[src/rtl/supervisor_cfg.svh]
// timing and width constants for the supply supervisor
// assumes a 200 MHz system clock drives every counter
`ifndef SUPERVISOR_CFG_SVH
`define SUPERVISOR_CFG_SVH
// clock period in ps
`define SUP_CLK_PERIOD_PS 5000
// reset pulse width, typical, in ms
`define SUP_RST_PULSE_MS 200
// least brownout continuation, in ms
`define SUP_RST_MIN_MS 140
// watchdog timeout, typical, in ms
`define SUP_WD_TIMEOUT_MS 1600
// cycles per ms at 200 MHz
`define SUP_CYC_PER_MS (1000000000 / `SUP_CLK_PERIOD_PS)
`define SUP_RST_CYCLES (`SUP_RST_PULSE_MS * `SUP_CYC_PER_MS)
`define SUP_RST_MIN_CYCLES (`SUP_RST_MIN_MS * `SUP_CYC_PER_MS)
`define SUP_WD_CYCLES (`SUP_WD_TIMEOUT_MS * `SUP_CYC_PER_MS)
// counter width, enough for 320e6 cycles
`define SUP_CNT_W 32
`endif

[src/rtl/supervisor_pkg.sv]
// types for the supply supervisor
// assumes supervisor_cfg.svh is on the include path
`include "supervisor_cfg.svh"
package supervisor_pkg;
   typedef logic [`SUP_CNT_W-1:0] count_t;
   // reset sequencer states, gray along the usual path
   typedef enum logic [1:0]
   {
      st_hold = 2'b00,
      st_pulse = 2'b01,
      st_run = 2'b11
   } reset_state_e;
endpackage : supervisor_pkg

[src/rtl/supervisor_sync2.sv]
// two-flop synchroniser for pin inputs
// assumes the source is asynchronous to clk_sys_in
`timescale 1ns/1ps
module supervisor_sync2
(
   input wire logic clk_sys_in,
   input wire logic rst_n_in,
   input wire logic async_in,
   output logic sync_out
);
   logic meta;
   // first stage is read only by the second
   always_ff @(posedge clk_sys_in or negedge rst_n_in)
   begin
      if (!rst_n_in)
      begin
         meta <= 1'b0;
         sync_out <= 1'b0;
      end
      else
      begin
         meta <= async_in;
         sync_out <= meta;
      end
   end
endmodule : supervisor_sync2

[src/rtl/supply_reset_and_watchdog_supervisor.sv]
// supply supervisor: reset sequencer and independent watchdog
// assumes an analog comparator gives supply_low_in and a pad gives kick state
// Function
// - driven kick not toggled within 1.6 s drives watchdog output low
// - watchdog timer held clear while reset asserted or kick floating
// - timer counts once reset released and kick driven high or low
// - reset low from 1.2 V supply and while below threshold
// - reset released about 200 ms after supply rises above threshold
// - reset pulses low every time supply drops below threshold
// - brownout during a pulse continues it for at least 140 ms
// - on power-down reset stays low while supply is below threshold
// - active-high reset is the inverse of active-low reset
// - open-drain reset pulls low when asserted, else floats, same timing
// - supply below threshold drives watchdog output low regardless
// - reset asserts together with low-supply watchdog output
// - with kick floating, watchdog output is a low-line indicator only
`timescale 1ns/1ps
`include "supervisor_cfg.svh"
module supply_reset_and_watchdog_supervisor
   import supervisor_pkg::*;
#(
   parameter count_t RST_CYCLES = count_t'(`SUP_RST_CYCLES),
   parameter count_t RST_MIN_CYCLES = count_t'(`SUP_RST_MIN_CYCLES),
   parameter count_t WD_CYCLES = count_t'(`SUP_WD_CYCLES)
)
(
   input wire logic clk_sys_in,
   input wire logic rst_n_in,
   input wire logic supply_low_in,
   input wire logic watchdog_kick_in,
   input wire logic watchdog_kick_driven_in,
   output logic system_reset_n_out,
   output logic system_reset_out,
   output logic system_reset_open_drain_n_out,
   output logic system_reset_open_drain_n_oe_out,
   output logic watchdog_alarm_out_n
);
   // ************************************************************
   // input synchronisation
   // ************************************************************
   logic low_sync;
   logic kick_sync;
   logic driven_sync;
   logic kick_prev;
   reset_state_e state;
   count_t rst_cnt;
   count_t wd_cnt;
   logic wd_expired;
   logic reset_asserted;
   logic kick_edge;

   // every pin crosses two flops, so outputs trail a supply pin change by three edges and a kick or driven pin change by four
   // comparator output arrives as a plain level
   supervisor_sync2 u_sync_low
   (
      .clk_sys_in(clk_sys_in),
      .rst_n_in(rst_n_in),
      .async_in(supply_low_in),
      .sync_out(low_sync)
   );
   supervisor_sync2 u_sync_kick
   (
      .clk_sys_in(clk_sys_in),
      .rst_n_in(rst_n_in),
      .async_in(watchdog_kick_in),
      .sync_out(kick_sync)
   );
   supervisor_sync2 u_sync_driven
   (
      .clk_sys_in(clk_sys_in),
      .rst_n_in(rst_n_in),
      .async_in(watchdog_kick_driven_in),
      .sync_out(driven_sync)
   );

   // ************************************************************
   // reset sequencer
   // ************************************************************
   // state holds the output low, from power-on until the pulse completes
   always_ff @(posedge clk_sys_in or negedge rst_n_in)
   begin
      if (!rst_n_in)
      begin
         state <= st_hold;
         rst_cnt <= '0;
      end
      else
      begin
         case (state)
            st_hold:
            begin
               rst_cnt <= '0;
               if (!low_sync)
               begin
                  state <= st_pulse;
               end
            end
            st_pulse:
            begin
               if (low_sync)
               begin
                  // brownout mid-pulse: keep low, finish at least the minimum later
                  // capped, not cleared, so a late brownout lengthens the pulse
                  if (rst_cnt > RST_CYCLES - RST_MIN_CYCLES)
                  begin
                     rst_cnt <= RST_CYCLES - RST_MIN_CYCLES;
                  end
               end
               else if (rst_cnt >= RST_CYCLES - count_t'(1))
               begin
                  state <= st_run;
               end
               else
               begin
                  rst_cnt <= rst_cnt + count_t'(1);
               end
            end
            st_run:
            begin
               if (low_sync)
               begin
                  state <= st_hold;
               end
            end
            default:
            begin
               // only an upset state lands here; restart the power-up hold
               state <= st_hold;
            end
         endcase
      end
   end

   // supply low forces reset in the same cycle the alarm drops
   assign reset_asserted = (state != st_run) || low_sync;

   // ************************************************************
   // watchdog timer
   // ************************************************************
   // previous kick level, for edge detection on the synced copy
   always_ff @(posedge clk_sys_in or negedge rst_n_in)
   begin
      if (!rst_n_in)
      begin
         kick_prev <= 1'b0;
      end
      else
      begin
         kick_prev <= kick_sync;
      end
   end

   // any change of the synchronised level counts as one kick
   assign kick_edge = kick_sync ^ kick_prev;

   // expiry latches until a kick, reset or float; the processor must clear it by toggling
   // a kick on the edge the count runs out still wins: the processor was just in time
   // limitation: a floating pin is known only from the driven flag, never from its level
   always_ff @(posedge clk_sys_in or negedge rst_n_in)
   begin
      if (!rst_n_in)
      begin
         wd_cnt <= '0;
         wd_expired <= 1'b0;
      end
      else if (reset_asserted || !driven_sync)
      begin
         wd_cnt <= '0;
         wd_expired <= 1'b0;
      end
      else if (kick_edge)
      begin
         wd_cnt <= '0;
         wd_expired <= 1'b0;
      end
      else if (wd_cnt >= WD_CYCLES - count_t'(1))
      begin
         wd_expired <= 1'b1;
      end
      else
      begin
         wd_cnt <= wd_cnt + count_t'(1);
      end
   end

   // ************************************************************
   // outputs
   // ************************************************************
   // registered so all three reset forms change on the same edge
   always_ff @(posedge clk_sys_in or negedge rst_n_in)
   begin
      if (!rst_n_in)
      begin
         system_reset_n_out <= 1'b0;
         system_reset_out <= 1'b1;
         system_reset_open_drain_n_oe_out <= 1'b1;
      end
      else
      begin
         system_reset_n_out <= !reset_asserted;
         system_reset_out <= reset_asserted;
         system_reset_open_drain_n_oe_out <= reset_asserted;
      end
   end

   // alarm moves on the reset edge, so a low-supply alarm meets a processor already in reset
   always_ff @(posedge clk_sys_in or negedge rst_n_in)
   begin
      if (!rst_n_in)
      begin
         watchdog_alarm_out_n <= 1'b1;
      end
      else
      begin
         watchdog_alarm_out_n <= !(wd_expired || low_sync);
      end
   end

   // open drain only ever drives low
   // the pad pulls low only while its enable is high; a pull-up gives the released level
   assign system_reset_open_drain_n_out = 1'b0;
endmodule : supply_reset_and_watchdog_supervisor

[config.mk]
export PLATFORM = sky130hd
export DESIGN_NAME = supply_reset_and_watchdog_supervisor
export DESIGN_NICKNAME = d
export VERILOG_FILES = /design/src/rtl/supervisor_pkg.sv /design/src/rtl/supervisor_sync2.sv /design/src/rtl/supply_reset_and_watchdog_supervisor.sv
export VERILOG_INCLUDE_DIRS = /design/src /design/src/rtl
export SDC_FILE = /design/constraint.sdc
export NUM_CORES = 1
export LEC_CHECK = 0
export BUFFER_PORTS_ARGS = -buffer_cell sky130_fd_sc_hd__buf_4
export CAP_MARGIN = 20
export CORE_ASPECT_RATIO = 1.25
export CORE_MARGIN = 3
export CORE_UTILIZATION = 55
export DETAILED_ROUTE_END_ITERATION = 10
export PLACE_DENSITY = 0.71
export SLEW_MARGIN = 30
export SYNTH_ARGS = -nofsm -noshare
export SYNTH_HDL_FRONTEND = slang
export SYNTH_HIERARCHICAL = 1
export SYNTH_SLANG_ARGS = --single-unit
[constraint.sdc]
create_clock -name clk_sys_in -period 4.9 [get_ports clk_sys_in]
set_input_delay 0.735 -clock clk_sys_in [delete_from_list [all_inputs] [get_ports clk_sys_in]]
set_output_delay 0.735 -clock clk_sys_in [all_outputs]
set_load 0.02 [all_outputs]
==> impl_metrics.env, run 1 <==
export IMPL_status="finished clean"
export IMPL_synth_area_leaders="dfrtp_1, nor2_1, nand3_1"
export IMPL_final_fill_count=667
export IMPL_core_mm2=0.00758
export IMPL_cts_root_buf="clkbuf_8"
export IMPL_synth_top_area_share_pct=42.8
export IMPL_rows=35
export IMPL_antenna_cells=0
export IMPL_route_detailed_drc=0
export IMPL_fmax_mhz=320
export IMPL_drt_iter0_drc=203
export IMPL_fin_worst_skew_ns=0.00439
export IMPL_hold_ws_ns=0.351
export IMPL_cts_sinks=77
export IMPL_worstSetupPathType="flop to flop"
export IMPL_vdd_ir_drop_max_uv=173
export IMPL_setup_worst_path_start_class="flop"
export IMPL_initial_core_util_pct=57.8
export IMPL_antenna_found_initial=0
export IMPL_grt_pass1_wl_um=17100
export IMPL_dr_pass1_iters=5
export IMPL_setup_tns_ns=0
export IMPL_cts_tree="built"
export IMPL_crit_path_start="rst_cnt[28]"
export IMPL_vias_per_cell=6.60
export IMPL_leakagePower_nw=1.83
export IMPL_r2r_cells=6
export IMPL_worst_slack_ns=1.78
export IMPL_slew_headroom_pct=50.1
export IMPL_antenna_left=0
export IMPL_cpPeakStageDelay_ns=0.73
export IMPL_clk_pin_slew_worst_paths_ns=0.08
export IMPL_io_pins=10
export IMPL_synth_common_cells="dfrtp_1, nor2_1, nand2_1, nand3_1, a21oi_1"
export IMPL_cts_hold_buf=0
export IMPL_numPortBuffers=8
export IMPL_p_per_area_mw_per_mm2=295
export IMPL_dp_hpwl_um=6890
export IMPL_cts_setup_buffers=0
export IMPL_grt_use_total_pct=23.8
export IMPL_synth_flop_cell="dfrtp_1"
export IMPL_cp_data_required_time_ns=5.18
export IMPL_ys_seq_elements=77
export IMPL_finalSetupViolCount=0
export IMPL_worstSkewPairLatency_ns=0.35
export IMPL_die_w_um=85.8
export IMPL_slowest_stage="nor2_4"
export IMPL_syn_inst=453
export IMPL_rr_startpoint="rst_cnt[28]"
export IMPL_place_ws_ns=1.82
export IMPL_drv_cap=0
export IMPL_syn_area_mm2=0.00438
export IMPL_grt_max_degree=78
export IMPL_hp_class="flop to flop"
export IMPL_rsz0062_at_grt="no"
export IMPL_synth_edff_count=0
export IMPL_async_reset_ff_share_pct=100
export IMPL_wl_um=10100
export IMPL_slew_violations=0
export IMPL_end_kind="flop"
export IMPL_crit_path_end="rst_cnt[1]"
export IMPL_tightestPinTransition_ns=0.743
export IMPL_post_route_util_pct=61.7
export IMPL_num_vias=3608
export IMPL_min_period_ns=3.12
export IMPL_htreeDepth=3
export IMPL_drive_above_1_share_pct=13.8
export IMPL_wl_per_cell_um=18.4
export IMPL_arrival_ns=3.40
export IMPL_dieArea_mm2=0.00908
export IMPL_grt_overflow=0
export IMPL_period_share_pct=63.7
export IMPL_hold_depth=0
export IMPL_ff2ff_setup_slack_ns=1.78
export IMPL_cts_buffers=9
export IMPL_synth_seq_area_share_pct=44.0
export IMPL_yosysWarnings=6
export IMPL_cts_resized_gates=0
export IMPL_ys_types=68
export IMPL_die_h_um=106
export IMPL_path_cells="or4_1 > or3_1 > a22oi_2 > nand3b_1 > nor2_4 > mux2i_1"
export IMPL_grt_pass1_vias=3511
export IMPL_yosysTopAreaCell="dfrtp_1"
export IMPL_gp_congestion=0.931
export IMPL_hold_viol=0
export IMPL_finalNetCount=458
export IMPL_cp_max_fo=19
export IMPL_rr_endpoint="rst_cnt[1]"
export IMPL_cts_max_path_buffers=2
export IMPL_syn_nets=461
export IMPL_yosysMostFrequentCell="dfrtp_1"
export IMPL_avgSynthCellArea_um2=9.67
export IMPL_syn2layout_area_growth_pct=6.74
metal layers:
layer / share of wire, % / track usage, %
met1: 40 / 28.9
met2: 52 / 40.0
met3: 4.6 / 4.38
met4: 3.3 / 12.0
met5: 0 / 0
area by class of cell:
class,count,area (µm²),area share (%)
clock buffers,10,138,2.94
clock inverters,6,70.1,1.50
inverters,8,30.0,0.642
multi-input cells,345,2320,49.7
flip-flops and latches,77,1930,41.3
well taps,92,115,2.46
repair buffers,9,71.3,1.52
worst min path at each step:
stage	endpoint	start	slack [ns]
after global placement	u_sync_driven/sync_out	u_sync_driven/meta	0.33
after global routing	u_sync_kick/sync_out	u_sync_kick/meta	0.37
after CTS	u_sync_low/sync_out	u_sync_low/meta	0.34
after detailed placement	u_sync_low/sync_out	u_sync_low/meta	0.34
after floorplan	u_sync_driven/sync_out	u_sync_driven/meta	0.33
final	u_sync_low/sync_out	u_sync_low/meta	0.35
where the power goes:
group / internal [W] / leakage [nW] / switching [W]
Clock: 0.000253 / 0.0955 / 0.000250
Combinational: 0.0000664 / 0.746 / 0.000120
Sequential: 0.000655 / 0.991 / 0.0000340
Total: 0.000974 / 1.83 / 0.000405
cell families (layout without fill, tap and decap cells):
| kind of cell | after synthesis | after routing | share of synthesized area [%] |
|---|---|---|---|
| and+or+nand+nor | 215 | 215 | 27.1 |
| AOI/OAI and AO/OA | 112 | 112 | 21.9 |
| xor gates and xnor gates | 13 | 13 | 2.60 |
| buffers and inverters | 31 | 33 | 3.26 |
| adders and majority gates | 3 | 3 | 0.857 |
| other | 1 | 1 | 0.0856 |
| DFF | 77 | 77 | 44.0 |
| muxes | 1 | 1 | 0.228 |
critical path: cells and delay by family (launching register included):
| kind | cells | cell delay, ns |
|---|---|---|
| AND/OR/NAND/NOR | 4 | 2.12 |
| multiplexers | 1 | 0.26 |
| AO/OA/AOI/OAI | 1 | 0.26 |
| flip-flops | 1 | 0.40 |
through the flow:
step	std cells	total power (W)	area, µm²
CTS	547	0.00139	4660
floorplan	453	0.000854	4380
global placement	531	0.000885	4460
finish	547	0.00138	4680
detailed placement	531	0.000890	4460
global route	547	0.00144	4680
sequential cells by signal, summed over array words and instances (netlist names):
| signal | flops |
|---|---|
| wd_cnt | 32 |
| wd_expired | 1 |
| u_sync_kick/meta | 1 |
| u_sync_low/sync_out | 1 |
| rst_cnt | 32 |
| system_reset_open_drain_n_oe_out | 1 |
| u_sync_low/meta | 1 |
| u_sync_driven/sync_out | 1 |
| state | 2 |
| kick_prev | 1 |
| u_sync_kick/sync_out | 1 |
| system_reset_n_out | 1 |
| watchdog_alarm_out_n | 1 |
| u_sync_driven/meta | 1 |
cell usage in the layout (no fill, tap or decap), drive strengths merged, types with 3 or more instances in the layout:
cell       n
a211o      3
a211oi     3
a21boi     3
a21oi     22
a31oi     12
and2       7
and3      13
and4       5
buf        9
clkbuf    10
clkinvlp   3
dfrtp     75
ha         3
inv       10
nand2     36
nand3     30
nand4     14
nor2      49
nor2b      4
nor3       6
nor4      12
o2111a     3
o2111ai    6
o211a      3
o211ai     4
o21a       4
o21ai     21
o221a      6
o31a       4
o31ai      4
or2        4
or3       11
or4       12
xnor2      6
xor2       7
No activity file was read; power rests on OpenSTA's default activity.
==> run 2: changes to the inputs <==
clock period = 3.19 ns   (was 4.9 ns; I/O delays follow)
==> impl_metrics.env, run 2 (synthesized netlist as in run 1, its figures left out) <==
export IMPL_status="finished clean"
export IMPL_drv_cap=0
export IMPL_cts_setup_buffers=0
export IMPL_placed_cells_incl_taps=538
export IMPL_dr_pass1_iters=4
export IMPL_dr_max_layer_used="met4"
export IMPL_cts_sinks=77
export IMPL_path_cells="or4_1 > or3_1 > a22oi_2 > nand3b_1 > nor2_4 > a21boi_0"
export IMPL_crit_family="simple AND/OR/NAND/NOR gates"
export IMPL_cts_max_path_buffers=2
export IMPL_grt_overflow=0
export IMPL_period_share_pct=90.4
export IMPL_end_kind="flop"
export IMPL_cts_resized_gates=0
export IMPL_antenna_found_initial=0
export IMPL_numPortBuffers=8
export IMPL_clk_pin_slew_worst_paths_ns=0.09
export IMPL_cpPeakStageDelay_ns=0.68
export IMPL_die_h_um=106
export IMPL_path_buf_inv=0
export IMPL_htreeDepth=3
export IMPL_die_w_um=85.8
export IMPL_cts_tree="built"
export IMPL_leakagePower_nw=1.88
export IMPL_place_ws_ns=0.314
export IMPL_rsz0062_at_grt="no"
export IMPL_initial_core_util_pct=57.8
export IMPL_dp_hpwl_um=7330
export IMPL_syn2layout_area_growth_pct=8.37
export IMPL_drt_iter0_drc=221
export IMPL_wl_met1_um=4190
export IMPL_wl_um=10400
export IMPL_grt_max_degree=78
export IMPL_antenna_left=0
export IMPL_route_detailed_drc=0
export IMPL_setup_worst_path_start_class="flop"
export IMPL_worstSkewPairLatency_ns=0.35
export IMPL_final_common_cell="dfrtp_1"
export IMPL_worst_slack_ns=0.306
export IMPL_cts_hold_buf=0
export IMPL_vias_per_cell=6.61
export IMPL_wl_per_cell_um=18.7
export IMPL_core_mm2=0.00758
export IMPL_hold_ws_ns=0.143
export IMPL_slew_violations=0
export IMPL_rows=35
export IMPL_worstSetupPathType="flop to flop"
export IMPL_finalNetCount=465
export IMPL_cts_buffers=9
export IMPL_slew_headroom_pct=48.3
export IMPL_cts_root_buf="clkbuf_8"
export IMPL_p_per_area_mw_per_mm2=467
export IMPL_arrival_ns=3.07
export IMPL_grt_use_total_pct=24.2
export IMPL_layout_cells_non_filler=554
export IMPL_setup_tns_ns=0
export IMPL_fmax_mhz=347
export IMPL_tightestPinTransition_ns=0.770
export IMPL_drive_above_1_share_pct=14.9
export IMPL_fin_worst_skew_ns=0.0109
export IMPL_met2WireLength_um=5400
export IMPL_cp_data_required_time_ns=3.38
export IMPL_vdd_ir_drop_max_uv=292
export IMPL_hp_class="input port to asynchronous set/reset pin"
export IMPL_cp_max_fo=19
export IMPL_grt_pass1_vias=3638
export IMPL_gp_congestion=0.952
export IMPL_grt_pass1_wl_um=17500
export IMPL_min_period_ns=2.88
export IMPL_num_vias=3663
export IMPL_slowest_stage="nor2_4"
export IMPL_final_cell_mix="dfrtp_1, nor2_1, nand2_1"
export IMPL_io_pins=10
export IMPL_met3WireLength_um=494
export IMPL_layout_top_registers="rst_cnt (32), wd_cnt (32), state (2)"
export IMPL_antenna_cells=0
export IMPL_finalSetupViolCount=0
export IMPL_dieArea_mm2=0.00908
export IMPL_hold_viol=0
[run 2: final timing paths]
| check | from | to | slack, ns | cells after the start |
|---|---|---|---|---|
| setup reg to reg | rst_cnt[28] | rst_cnt[26] | 0.31 | 6 |
| min in group clk_sys_in | supply_low_in | u_sync_low/meta | 0.23 | 1 |
| setup / recovery | rst_cnt[28] | rst_cnt[26] | 0.31 | 6 |
| hold / removal | rst_n_in | wd_cnt[20] | 0.14 | 1 |
| max in group asynchronous | rst_n_in | rst_cnt[14] | 2.59 | 1 |
| hold reg to reg | u_sync_driven/meta | u_sync_driven/sync_out | 0.35 | 0 |
[run 2: power breakdown]
group	switching [W]	leakage [nW]	internal (W)
combinational	0.000199	0.779	0.000105
clock	0.000386	0.113	0.000469
sequential	0.0000503	0.991	0.00101
[run 2: metrics by stage]
| stage | util (%) | cell area, µm² | total power, W |
|---|---|---|---|
| finish | 62.7 | 4750 | 0.00222 |
| global route | 62.7 | 4750 | 0.00231 |
| CTS | 62.6 | 4740 | 0.00223 |
| detailed placement | 59.5 | 4510 | 0.00138 |
| global placement | 59.5 | 4510 | 0.00137 |
| floorplan | - | 4380 | 0.00131 |
[run 2: area by class of cell]
| class | count | area [µm²] |
|---|---|---|
| timing repair buffer | 16 | 124 |
| inverter | 8 | 30.0 |
| clock buffer | 10 | 138 |
| sequential | 77 | 1930 |
| multi-input combinational | 345 | 2320 |
| fill | 638 | 2830 |
| tap | 92 | 115 |
| clock inverter | 6 | 93.8 |
[run 2: per-layer routing]
metal  vias to the layer above  GRT usage, %
met5                         -             0
met4                         0          9.50
met3                        26          4.69
met2                       111          42.3
li1                       1721             -
met1                      1805          28.9
